File: config.mk
export PLATFORM = sky130hd
export DESIGN_NAME = iap_top
export DESIGN_NICKNAME = d
export VERILOG_FILES = /design/src/inc/iap_pkg.sv /design/src/iap_top.sv
export SDC_FILE = /design/constraint.sdc
export NUM_CORES = 1
export LEC_CHECK = 0
export BUFFER_PORTS_ARGS = -buffer_cell sky130_fd_sc_hd__buf_2
export CAP_MARGIN = 20
export CORE_MARGIN = 1
export CORE_UTILIZATION = 40
export DETAILED_ROUTE_END_ITERATION = 8
export PLACE_DENSITY = 0.67
export SLEW_MARGIN = 20
export SYNTH_ARGS = -nofsm -noshare
export SYNTH_HDL_FRONTEND = slang
export SYNTH_SLANG_ARGS = --single-unit
export TNS_END_PERCENT = 30
File: constraint.sdc
create_clock -name core_clk -period 2 [get_ports core_clk]
set_clock_uncertainty 0.1 [all_clocks]
set_input_delay 0.3 -clock core_clk [delete_from_list [all_inputs] [get_ports core_clk]]
set_output_delay 0.3 -clock core_clk [all_outputs]
set_load 0.02 [all_outputs]
File: src/inc/iap_pkg.sv
package iap_pkg;

   // ----------------------------------------------------------------
   // Register bus geometry
   // ----------------------------------------------------------------
   localparam int unsigned ADDR_W    = 8;
   localparam int unsigned DATA_W    = 32;
   localparam int unsigned LANE_W    = 8;
   localparam int unsigned MAX_LANES = 4;

   // ----------------------------------------------------------------
   // Register offsets (byte addresses)
   // ----------------------------------------------------------------
   localparam logic [ADDR_W-1:0] OFS_CTRL   = 8'h00;
   localparam logic [ADDR_W-1:0] OFS_PERR   = 8'h04;
   localparam logic [ADDR_W-1:0] OFS_AIS    = 8'h08;

   // ----------------------------------------------------------------
   // Control register fields
   // ----------------------------------------------------------------
   localparam int unsigned CTRL_W          = 5;
   localparam int unsigned CTRL_BYPASS_BIT = 0;
   localparam int unsigned CTRL_MODE_BIT   = 1;
   localparam int unsigned CTRL_INC_MK_BIT = 2;
   localparam int unsigned CTRL_INC_PL_BIT = 3;
   localparam int unsigned CTRL_ODD_BIT    = 4;

   // Four-stream mode after reset, bypass off, even parity.
   localparam logic [CTRL_W-1:0] CTRL_RESET = 5'h02;

endpackage

File: src/iap_top.sv
`timescale 1ns/1ns
// Summary of operation
// - Bypass on: lane alarm flag gives AIS status.
// - Bypass off: all incoming alarm flags ignored.
// - Alarm flag ignored while lane payload inactive.
// - Four-stream mode samples on low-speed clock.
// - Single-stream uses lane 1 on high-speed clock.
// - Lanes 1-4 map to byte lanes upward.
// - Parity over byte, optional marker and payload.
// - Odd check when select high, else even.
module iap_top #(
   parameter int unsigned NUM_LANES = 4
) (
   input  wire logic                                 core_clk,
   input  wire logic                                 resetn,
   input  wire logic [iap_pkg::ADDR_W-1:0]           reg_addr,
   input  wire logic [iap_pkg::DATA_W-1:0]           reg_wdata,
   input  wire logic                                 reg_wr,
   input  wire logic                                 reg_rd,
   output logic      [iap_pkg::DATA_W-1:0]           reg_rdata,
   input  wire logic                                 low_speed_sys_clk,
   input  wire logic                                 high_speed_sys_clk,
   input  wire logic [NUM_LANES*iap_pkg::LANE_W-1:0] in_data_bus,
   input  wire logic [NUM_LANES-1:0]                 in_trib_alarm_flag,
   input  wire logic [NUM_LANES-1:0]                 in_lane_parity,
   input  wire logic [NUM_LANES-1:0]                 in_frame_marker,
   input  wire logic [NUM_LANES-1:0]                 in_payload_active,
   output logic      [NUM_LANES-1:0]                 trib_ais_status,
   output logic      [NUM_LANES-1:0]                 parity_err_pulse
);

   localparam int unsigned BUS_W = NUM_LANES * iap_pkg::LANE_W;
   localparam int unsigned PAD_W = iap_pkg::DATA_W - NUM_LANES;
   localparam int unsigned TOP   = NUM_LANES - 1;

   if (NUM_LANES < 1 || NUM_LANES > iap_pkg::MAX_LANES) begin : g_bad_lanes
      $error("NUM_LANES must lie between 1 and 4.");
   end

   // ----------------------------------------------------------------
   // Pin synchronisers
   // ----------------------------------------------------------------
   logic [BUS_W-1:0]     data_s1_ff, data_s2_ff;
   logic [NUM_LANES-1:0] flag_s1_ff, flag_s2_ff;
   logic [NUM_LANES-1:0] par_s1_ff,  par_s2_ff;
   logic [NUM_LANES-1:0] mk_s1_ff,   mk_s2_ff;
   logic [NUM_LANES-1:0] pl_s1_ff,   pl_s2_ff;
   logic [2:0]           lsclk_ff;
   logic [2:0]           high_speed_sys_clk_ff;
   // Lane clocks are sampled like data, so they must run far below core_clk.

   always_ff @(posedge core_clk) begin
      if (!resetn) begin
         data_s1_ff <= '0;
         data_s2_ff <= '0;
         flag_s1_ff <= '0;
         flag_s2_ff <= '0;
         par_s1_ff  <= '0;
         par_s2_ff  <= '0;
         mk_s1_ff   <= '0;
         mk_s2_ff   <= '0;
         pl_s1_ff   <= '0;
         pl_s2_ff   <= '0;
         lsclk_ff   <= 3'h0;
         high_speed_sys_clk_ff   <= 3'h0;
      end else begin
         data_s1_ff <= in_data_bus;
         data_s2_ff <= data_s1_ff;
         flag_s1_ff <= in_trib_alarm_flag;
         flag_s2_ff <= flag_s1_ff;
         par_s1_ff  <= in_lane_parity;
         par_s2_ff  <= par_s1_ff;
         mk_s1_ff   <= in_frame_marker;
         mk_s2_ff   <= mk_s1_ff;
         pl_s1_ff   <= in_payload_active;
         pl_s2_ff   <= pl_s1_ff;
         lsclk_ff   <= {lsclk_ff[1:0], low_speed_sys_clk};
         high_speed_sys_clk_ff   <= {high_speed_sys_clk_ff[1:0], high_speed_sys_clk};
      end
   end

   // ----------------------------------------------------------------
   // Control register and decode
   // ----------------------------------------------------------------
   logic [iap_pkg::CTRL_W-1:0] ctrl_ff;
   logic [NUM_LANES-1:0]       perr_sticky_ff;
   logic [NUM_LANES-1:0]       ais_ff;
   logic [NUM_LANES-1:0]       perr_pulse_ff;
   logic [iap_pkg::DATA_W-1:0] rdata_ff;

   wire sel_ctrl = (reg_addr == iap_pkg::OFS_CTRL);
   wire sel_perr = (reg_addr == iap_pkg::OFS_PERR);
   wire sel_ais  = (reg_addr == iap_pkg::OFS_AIS);

   wire ptr_interp_bypass           = ctrl_ff[iap_pkg::CTRL_BYPASS_BIT];
   wire low_rate_lane_mode_sel      = ctrl_ff[iap_pkg::CTRL_MODE_BIT];
   wire parity_include_marker       = ctrl_ff[iap_pkg::CTRL_INC_MK_BIT];
   wire parity_include_payload_flag = ctrl_ff[iap_pkg::CTRL_INC_PL_BIT];
   wire parity_odd_select           = ctrl_ff[iap_pkg::CTRL_ODD_BIT];

   always_ff @(posedge core_clk) begin
      if (!resetn) begin
         ctrl_ff <= iap_pkg::CTRL_RESET;
      end else if (reg_wr && sel_ctrl) begin
         ctrl_ff <= reg_wdata[iap_pkg::CTRL_W-1:0];
      end
   end

   // ----------------------------------------------------------------
   // Sampling edge selection
   // ----------------------------------------------------------------
   wire ls_rise    = lsclk_ff[1] & ~lsclk_ff[2];
   wire hs_rise    = high_speed_sys_clk_ff[1] & ~high_speed_sys_clk_ff[2];
   wire sample_stb = low_rate_lane_mode_sel ? ls_rise : hs_rise;

   // ----------------------------------------------------------------
   // Per-lane alarm and parity evaluation
   // ----------------------------------------------------------------
   logic [NUM_LANES-1:0] lane_en;
   logic [NUM_LANES-1:0] lane_ais;
   logic [NUM_LANES-1:0] lane_sum;
   logic [NUM_LANES-1:0] lane_bad;

   for (genvar i = 0; i < NUM_LANES; i++) begin : g_lane
      // Only lane 1 carries the stream in single-stream mode.
      assign lane_en[i]  = low_rate_lane_mode_sel | (i == 0);
      // Outside payload the flag is not looked at and the lane keeps its status.
      assign lane_ais[i] = ptr_interp_bypass & lane_en[i] & (pl_s2_ff[i] ? flag_s2_ff[i] : ais_ff[i]);
      assign lane_sum[i] = (^data_s2_ff[i*iap_pkg::LANE_W +: iap_pkg::LANE_W])
                         ^ (parity_include_marker & mk_s2_ff[i])
                         ^ (parity_include_payload_flag & pl_s2_ff[i])
                         ^ par_s2_ff[i];
      assign lane_bad[i] = lane_en[i] & (lane_sum[i] != parity_odd_select);
   end

   // A parity hit in the same cycle as a software clear wins, so no error is lost.
   wire [NUM_LANES-1:0] perr_clr      = (reg_wr && sel_perr) ? reg_wdata[NUM_LANES-1:0] : '0;
   wire [NUM_LANES-1:0] nxt_perr_hit  = sample_stb ? lane_bad : '0;
   wire [NUM_LANES-1:0] nxt_perr_stky = (perr_sticky_ff & ~perr_clr) | nxt_perr_hit;
   wire [NUM_LANES-1:0] nxt_ais       = sample_stb ? lane_ais : (ptr_interp_bypass ? ais_ff : '0);

   always_ff @(posedge core_clk) begin
      if (!resetn) begin
         ais_ff         <= '0;
         perr_pulse_ff  <= '0;
         perr_sticky_ff <= '0;
      end else begin
         ais_ff         <= nxt_ais;
         perr_pulse_ff  <= nxt_perr_hit;
         perr_sticky_ff <= nxt_perr_stky;
      end
   end

   // ----------------------------------------------------------------
   // Read path
   // ----------------------------------------------------------------
   wire [iap_pkg::DATA_W-1:0] rd_ctrl = {{(iap_pkg::DATA_W-iap_pkg::CTRL_W){1'b0}}, ctrl_ff};
   wire [iap_pkg::DATA_W-1:0] rd_perr = {{PAD_W{1'b0}}, perr_sticky_ff};
   wire [iap_pkg::DATA_W-1:0] rd_ais  = {{PAD_W{1'b0}}, ais_ff};
   // Read data stand one cycle after the strobe and are zero otherwise.
   wire [iap_pkg::DATA_W-1:0] nxt_rdata = !reg_rd  ? '0 :
                                          sel_ctrl ? rd_ctrl :
                                          sel_perr ? rd_perr :
                                          sel_ais  ? rd_ais  : '0;

   always_ff @(posedge core_clk) begin
      if (!resetn) begin
         rdata_ff <= '0;
      end else begin
         rdata_ff <= nxt_rdata;
      end
   end

   assign reg_rdata        = rdata_ff;
   assign trib_ais_status  = ais_ff;
   assign parity_err_pulse = perr_pulse_ff;

   // ----------------------------------------------------------------
   // Assertions
   // ----------------------------------------------------------------
   property p_ais_follow;
      @(posedge core_clk) disable iff (!resetn)
      (sample_stb && ptr_interp_bypass && pl_s2_ff[0] && flag_s2_ff[0]) |=> ais_ff[0];
   endproperty
   a_ais_follow: assert property (p_ais_follow) else $error("AIS status missed a set flag.");

   property p_no_bypass;
      @(posedge core_clk) disable iff (!resetn)
      (!ptr_interp_bypass && !(reg_wr && sel_ctrl)) |=> (ais_ff == '0);
   endproperty
   a_no_bypass: assert property (p_no_bypass) else $error("AIS status set without bypass.");

   property p_pl_low;
      @(posedge core_clk) disable iff (!resetn)
      (sample_stb && ptr_interp_bypass && low_rate_lane_mode_sel && !pl_s2_ff[TOP]) |=> $stable(ais_ff[TOP]);
   endproperty
   a_pl_low: assert property (p_pl_low) else $error("AIS taken while payload inactive.");

   property p_four_edge;
      @(posedge core_clk) disable iff (!resetn)
      (low_rate_lane_mode_sel && $rose(lsclk_ff[2])) |-> $past(sample_stb);
   endproperty
   a_four_edge: assert property (p_four_edge) else $error("Low-speed edge not sampled.");

   property p_single_lanes;
      @(posedge core_clk) disable iff (!resetn)
      (sample_stb && !low_rate_lane_mode_sel) |-> (hs_rise && (lane_bad[TOP:0] >> 1) == '0) ##1 (ais_ff >> 1) == '0;
   endproperty
   a_single_lanes: assert property (p_single_lanes) else $error("Upper lanes used in single-stream.");

   property p_top_lane_parity;
      @(posedge core_clk) disable iff (!resetn)
      (sample_stb && low_rate_lane_mode_sel && !parity_include_marker && !parity_include_payload_flag)
         |=> perr_pulse_ff[TOP] ==
             ((^$past(data_s2_ff[BUS_W-1 -: iap_pkg::LANE_W]) ^ $past(par_s2_ff[TOP])) != $past(parity_odd_select));
   endproperty
   a_top_lane_parity: assert property (p_top_lane_parity) else $error("Top lane parity mismatch.");

   property p_marker_incl;
      @(posedge core_clk) disable iff (!resetn)
      (sample_stb && parity_include_marker && !parity_include_payload_flag && !parity_odd_select)
         |=> perr_pulse_ff[0] == (^$past(data_s2_ff[7:0]) ^ $past(mk_s2_ff[0]) ^ $past(par_s2_ff[0]));
   endproperty
   a_marker_incl: assert property (p_marker_incl) else $error("Marker not in lane 1 parity.");

   property p_odd_sense;
      @(posedge core_clk) disable iff (!resetn)
      (sample_stb && parity_odd_select && !parity_include_marker && !parity_include_payload_flag)
         |=> perr_pulse_ff[0] == !(^$past(data_s2_ff[7:0]) ^ $past(par_s2_ff[0]));
   endproperty
   a_odd_sense: assert property (p_odd_sense) else $error("Odd parity check wrong.");

   property p_sticky;
      @(posedge core_clk) disable iff (!resetn)
      perr_pulse_ff[0] |-> perr_sticky_ff[0] ##1 (perr_sticky_ff[0] || $past(perr_clr[0]));
   endproperty
   a_sticky: assert property (p_sticky) else $error("Parity error not held for software.");

   property p_ais_hold;
      @(posedge core_clk) disable iff (!resetn)
      (!sample_stb && ptr_interp_bypass) |=> $stable(ais_ff);
   endproperty
   a_ais_hold: assert property (p_ais_hold) else $error("AIS status moved between samples.");

   property p_ais_clear;
      @(posedge core_clk) disable iff (!resetn)
      (sample_stb && ptr_interp_bypass && pl_s2_ff[0] && !flag_s2_ff[0]) |=> !ais_ff[0];
   endproperty
   a_ais_clear: assert property (p_ais_clear) else $error("AIS status kept after flag went low.");

   property p_lane_map;
      @(posedge core_clk) disable iff (!resetn)
      (sample_stb && ptr_interp_bypass && low_rate_lane_mode_sel && pl_s2_ff[TOP])
         |=> ais_ff[TOP] == $past(flag_s2_ff[TOP]);
   endproperty
   a_lane_map: assert property (p_lane_map) else $error("Top lane flag not on its own status bit.");

   property p_hs_edge;
      @(posedge core_clk) disable iff (!resetn)
      (!low_rate_lane_mode_sel && $rose(high_speed_sys_clk_ff[2])) |-> $past(sample_stb);
   endproperty
   a_hs_edge: assert property (p_hs_edge) else $error("High-speed edge not sampled.");

   property p_pl_incl;
      @(posedge core_clk) disable iff (!resetn)
      (sample_stb && parity_include_payload_flag && !parity_include_marker && !parity_odd_select)
         |=> perr_pulse_ff[0] == (^$past(data_s2_ff[7:0]) ^ $past(pl_s2_ff[0]) ^ $past(par_s2_ff[0]));
   endproperty
   a_pl_incl: assert property (p_pl_incl) else $error("Payload flag not in lane 1 parity.");

   property p_even_sense;
      @(posedge core_clk) disable iff (!resetn)
      (sample_stb && !parity_odd_select && !parity_include_marker && !parity_include_payload_flag)
         |=> perr_pulse_ff[0] == (^$past(data_s2_ff[7:0]) ^ $past(par_s2_ff[0]));
   endproperty
   a_even_sense: assert property (p_even_sense) else $error("Even parity check wrong.");

   property p_top_all_incl;
      @(posedge core_clk) disable iff (!resetn)
      (sample_stb && low_rate_lane_mode_sel && parity_include_marker && parity_include_payload_flag
       && parity_odd_select)
         |=> perr_pulse_ff[TOP] == !(^$past(data_s2_ff[BUS_W-1 -: iap_pkg::LANE_W]) ^ $past(mk_s2_ff[TOP])
                                    ^ $past(pl_s2_ff[TOP]) ^ $past(par_s2_ff[TOP]));
   endproperty
   a_top_all_incl: assert property (p_top_all_incl) else $error("Top lane full parity wrong.");

   property p_no_pulse_idle;
      @(posedge core_clk) disable iff (!resetn)
      !sample_stb |=> perr_pulse_ff == '0;
   endproperty
   a_no_pulse_idle: assert property (p_no_pulse_idle) else $error("Parity pulse without a sample.");

   property p_upper_quiet;
      @(posedge core_clk) disable iff (!resetn)
      (sample_stb && !low_rate_lane_mode_sel) |=> (perr_pulse_ff >> 1) == '0;
   endproperty
   a_upper_quiet: assert property (p_upper_quiet) else $error("Upper lane parity in single-stream.");

   property p_perr_clear;
      @(posedge core_clk) disable iff (!resetn)
      (perr_clr[0] && !nxt_perr_hit[0]) |=> !perr_sticky_ff[0];
   endproperty
   a_perr_clear: assert property (p_perr_clear) else $error("Parity error not cleared.");

   property p_perr_set;
      @(posedge core_clk) disable iff (!resetn)
      nxt_perr_hit[TOP] |=> perr_sticky_ff[TOP];
   endproperty
   a_perr_set: assert property (p_perr_set) else $error("Top lane parity error not recorded.");

endmodule

==> flow_summary.yaml, run 1 <==
outcome:
  run_status: "finished, final reports clean"
routing:
  drc: 0
  finalWirelength_um: 7080
  drtAntennaViolNets: 0
  vias_per_cell: 4.13
  wl_per_cell_um: 10.4
  num_vias: 2806
  drt-initial-drc-count: 82
  firstDrtPassIters: 4
synth:
  synthDistinctLibCells: 30
  synth_cells: 390
  synth_seq_area_share_pct: 57.2
  synth.cell_area_um2: 4340
  syn_area_per_cell_um2: 11.1
  yosysWarnings: 0
  yosys_register_bits: 124
timing:
  grt_setup_unrepaired: "no"
  setup_viol: 0
  fmax_mhz: 603
  finalSetupTns_ns: 0
  maxSlewViolCount: 0
  period_needed_ns: 1.66
  post-route-period-util_pct: 82.9
  hold_viol: 0
layout:
  n_fill_cell: 888
  most-common-layout-cells: "dfxtp_1, and2_1, buf_2"
  nNetsFinal: 624
  diodes: 0
  area_growth_pct: 35.9
  final_common_cell: "dfxtp_1"
  drive_gt1_share_pct: 21.5
global_routing:
  grt.overflow.total: 0
  antenna_found_initial: 0
  grt_pass1_vias: 2675
  grt.total_usage_pct: 13.6
  grt_pass1_wl_um: 11700
  grt_max_degree: 77
pwr:
  power.leakage_uw: 0.00262
  power.total_uw: 5920
  powerDensity_nw_per_um2: 1000
  worst_ir_drop_vdd_v: 0.000526
hold_path:
  worstHoldPathCells: 2
  worstHoldEndpoint: "reg_rdata[3]"
  hp-class: "in2reg"
  hold_start: "reg_addr[3]"
clocking:
  clock_latency_ns: 0.50
  cts_tree: "yes"
  cts_buffer_depth: 2
  root_buffer: "clkbuf_8"
  clkTransAtPathRegs_ns: 0.06
  htree_num_levels: 4
  numCtsBuffers: 17
  clkSinkCount: 124
critical_path:
  crit_type: "reg2reg"
  rr_worst_depth: 4
  r2r_end: "parity_err_pulse[0]"
  critical_path.endpoint_type: "register"
  worstPathRequired_ns: 2.28
  start_kind: "register"
  rrSetupSlack_ns: 0.34
  path_max_fanout: 6
  rr_startpoint: "ctrl_ff[4]"
  arrival_ns: 1.94
floorplan:
  die_area_um2: 11300
  core_um2: 10400
  start_util_pct: 41.6
  rows: 37
  num_io_pins: 134
  die_w_um: 106
  die_h_um: 106
job:
  maxCapViolCount: 0
placement:
  io_buffers: 79
  place_hpwl_um: 4460
  gp_congestion: 0.747
==> per-stage QoR <==
step / instance area, um^2 / hold slack, ns / setup slack (ns) / std cells / utilization (%)
after floorplan: 4440 / 0.292 / 0.433 / 416 / -
after global placement: 4770 / 0.317 / 0.215 / 591 / 45.8
after detailed placement: 4770 / 0.317 / 0.209 / 591 / 45.8
after CTS: 5900 / 0.0119 / 0.316 / 679 / 56.6
after global routing: 5900 / 0.0126 / 0.244 / 679 / 56.6
final: 5900 / 0.0259 / 0.342 / 679 / 56.6
==> cells by family (layout without fill, tap and decap cells) <==
logic type	after synthesis	in the layout	share of synthesized area [%]
AND/OR/NAND/NOR	161	161	22.1
flip-flops	124	124	57.2
buffers and inverters	42	169	6.03
XOR/XNOR	36	36	9.81
AO/OA/AOI/OAI	20	20	3.40
multiplexers	6	6	1.38
other	1	27	0.0864
==> registers in the layout (all words and copies together), names as in the netlist <==
| name | count |
|---|---|
| data_s1_ff | 32 |
| data_s2_ff | 32 |
| ctrl_ff | 5 |
| reg_rdata | 5 |
| flag_s1_ff | 4 |
| flag_s2_ff | 4 |
| mk_s1_ff | 4 |
| mk_s2_ff | 4 |
| par_s1_ff | 4 |
| par_s2_ff | 4 |
| parity_err_pulse | 4 |
| perr_sticky_ff | 4 |
| pl_s1_ff | 4 |
| pl_s2_ff | 4 |
| trib_ais_status | 4 |
| high_speed_sys_clk_ff | 3 |
| lsclk_ff | 3 |
==> worst max-delay path by stage <==
stage	start	to	cells past startpoint
global placement	reg_addr[7]	perr_sticky_ff[0]	5
finish	ctrl_ff[4]	parity_err_pulse[0]	4
floorplan	reg_addr[7]	perr_sticky_ff[0]	4
CTS	ctrl_ff[4]	parity_err_pulse[2]	4
detailed placement	reg_addr[7]	perr_sticky_ff[0]	5
global route	ctrl_ff[4]	parity_err_pulse[0]	4
==> layout make-up <==
| class | count | area, um^2 | share of cell area (%) |
|---|---|---|---|
| clock buffer | 22 | 453 | 7.68 |
| multi-input combinational | 250 | 1690 | 28.7 |
| tap | 136 | 170 | 2.89 |
| timing repair buffer | 137 | 983 | 16.7 |
| clock inverter | 10 | 115 | 1.95 |
| sequential | 124 | 2480 | 42.1 |
==> routing by layer <==
metal	routed length [um]	share of wire, %	global-route usage (%)
met5	0	0	0
met4	140	2.0	6.94
met3	334	4.7	4.66
met2	3390	48	22.3
met1	3220	45	15.7
==> power breakdown <==
part / leakage (uW) / internal, uW / total, uW / switching, uW
Sequential: 0.00102 / 2580 / 2610 / 30.4
Combinational: 0.00133 / 269 / 464 / 194
Clock: 0.000271 / 1830 / 2850 / 1020
Total: 0.00262 / 4680 / 5920 / 1240
==> what timing repair did <==
item / in CTS / in global routing
buffers inserted: 0 / 0
hold buffers: 56 / 0
endpoints found under the setup margin: 0 / 0
gates resized for setup: 0 / 0
endpoints found under the hold margin: 60 / 0
==> worst max-delay path: stages, from the launching register on <==
cell	delay (ns)
dfxtp_1	0.50
xor2_1	0.22
xnor3_1	0.35
xnor3_1	0.29
nor2_1	0.07
==> synthesized netlist by cell type, drive strengths merged <==
master   instances  area share, %
xor2             8            1.6
a21boi           3           0.52
xnor3            8            4.2
nand4b           1           0.20
nor2b            8            1.2
a2111oi          4            1.2
or4              1           0.26
mux2i            6            1.4
xnor2           20            4.0
clkbuf          13            1.1
dfxtp          124             57
nand2b           4           0.58
nor2            14            1.3
o21ai            9            1.0
nor3b            2           0.35
nor4             3           0.78
and3b            1           0.20
or2              1           0.14
nand2           17            1.5
nand3            6           0.81
conb             1          0.086
and2           103             15
a21o             4           0.69
buf             29            4.9
No activity file was read; power rests on OpenSTA's default activity.
==> run 2, diff against run 1 <==
--- a/config.mk
+++ b/config.mk
@@ -10,7 +10,7 @@
 export CORE_MARGIN = 1
 export CORE_UTILIZATION = 40
 export DETAILED_ROUTE_END_ITERATION = 8
-export PLACE_DENSITY = 0.67
+export PLACE_DENSITY = 0.69
 export SLEW_MARGIN = 20
 export SYNTH_ARGS = -nofsm -noshare
 export SYNTH_HDL_FRONTEND = slang
==> constraint.sdc (replaced) <==
create_clock -name core_clk -period 1.51 [get_ports core_clk]
set_clock_uncertainty 0.1 [all_clocks]
set_input_delay 0.2265 -clock core_clk [delete_from_list [all_inputs] [get_ports core_clk]]
set_output_delay 0.2265 -clock core_clk [all_outputs]
set_load 0.02 [all_outputs]
==> flow_summary.yaml, run 2 (synthesis gave the netlist of run 1 again) <==
critical_path:
  rr_startpoint: "ctrl_ff[4]"
  path_max_fanout: 5
  crit_start: "ctrl_ff[4]"
  arrival_ns: 1.77
  worstPathRequired_ns: 1.77
  critical_path.endpoint_type: "register"
  start_kind: "register"
  crit_type: "reg2reg"
routing:
  vias_per_cell: 4.09
  drc: 0
  drtAntennaViolNets: 0
  firstDrtPassIters: 4
  finalWirelength_um: 7310
  num_vias: 2802
  wl_per_cell_um: 10.7
  drt-initial-drc-count: 58
floorplan:
  die_area_um2: 11300
  die_w_um: 106
  core_um2: 10400
  rows: 37
  die_h_um: 106
  num_io_pins: 134
  start_util_pct: 41.6
clocking:
  htree_num_levels: 4
  root_buffer: "clkbuf_8"
  clock_latency_ns: 0.49
  cts_tree: "yes"
  cts_setup_buffers: 0
  numCtsBuffers: 17
  clkTransAtPathRegs_ns: 0.06
  clkSinkCount: 124
  cts_buffer_depth: 2
layout:
  fin_util_pct: 57.6
  area_growth_pct: 38.4
  final_common_cell: "dfxtp_1"
  nNetsFinal: 631
  most-common-layout-cells: "dfxtp_1, and2_1, buf_2"
  drive_gt1_share_pct: 23.5
  top_regs: "data_s1_ff (32), data_s2_ff (32)"
  diodes: 0
timing:
  grt_setup_unrepaired: "yes"
  setup_viol: 0
  fmax_mhz: 662
  post-route-period-util_pct: 100
  period_needed_ns: 1.51
  layout_setup_ws_ns: 0.000493
  hold_viol: 0
  maxSlewViolCount: 0
hold_path:
  hp-class: "in2reg"
  hold_start: "resetn"
job:
  maxCapViolCount: 0
placement:
  place_ws_ns: -0.196
  io_buffers: 79
  gp_congestion: 0.789
  place_hpwl_um: 4560
global_routing:
  grt_pass1_wl_um: 11900
  grt.total_usage_pct: 13.8
  grt_pass1_vias: 2671
  antenna_found_initial: 0
  grt.overflow.total: 0
  grt_max_degree: 66
pwr:
  worst_ir_drop_vdd_v: 0.000776
  powerDensity_nw_per_um2: 1290
  power.total_uw: 7750
  power.leakage_uw: 0.00267
outcome:
  run_status: "finished, final reports clean"
## run 2: final timing paths
| check | slack [ns] | depth (start not counted) | to |
|---|---|---|---|
| setup / recovery | 0.0005 | 4 | perr_sticky_ff[1] |
| hold / removal | 0.02 | 3 | trib_ais_status[0] |
| setup reg to reg | 0.0005 | 4 | perr_sticky_ff[1] |
| hold reg to reg | 0.33 | 1 | pl_s2_ff[0] |
## run 2: what timing repair did
action,in CTS,in global routing
gates cloned,0,0
hold buffers,58,0
hold endpoints to repair,64,0
gates resized for setup,4,8
pin swaps,0,4
setup endpoints to repair,8,11
## run 2: layer usage
metal  up-vias  track usage (%)  part of all wire (%)
met3        11             3.80                   4.5
met5         -                0                     0
met1      1241             16.5                    46
li1       1470                -                     -
met4         0             6.94                   1.5
met2        80             22.8                    48
## run 2: worst max-delay path, cell delays in order, from the launching register on
cell and delay [ns]:
dfxtp_4 0.41, xor2_1 0.19, xnor3_1 0.35, xnor3_1 0.27, o21ai_1 0.07
## run 2: metrics by stage
stage | instances | instance area [um^2] | hold slack (ns) | setup TNS (ns)
2_1_floorplan | 416 | 4440 | 0.218 | 0
6_report | 685 | 6000 | 0.0231 | 0
3_5_place_dp | 596 | 4820 | 0.317 | -1.68
4_1_cts | 685 | 5960 | 0.00155 | 0
3_3_place_gp | 596 | 4820 | 0.317 | -1.48
5_1_grt | 685 | 6000 | 0.0457 | -0.197
## run 2: where the power goes
group	leakage, uW	internal (uW)	switching (uW)	total (uW)
clock network	0.000271	2410	1260	3660
registers	0.00102	3410	41.2	3450
logic	0.00138	369	266	635
## run 2: area by class of cell
type	instances	area [um^2]
fillers	850	4410
flip-flops and latches	124	2490
multi-input cells	250	1740
repair buffers	144	1050
clock buffers	23	457
well taps	136	170
clock inverters	8	92.6
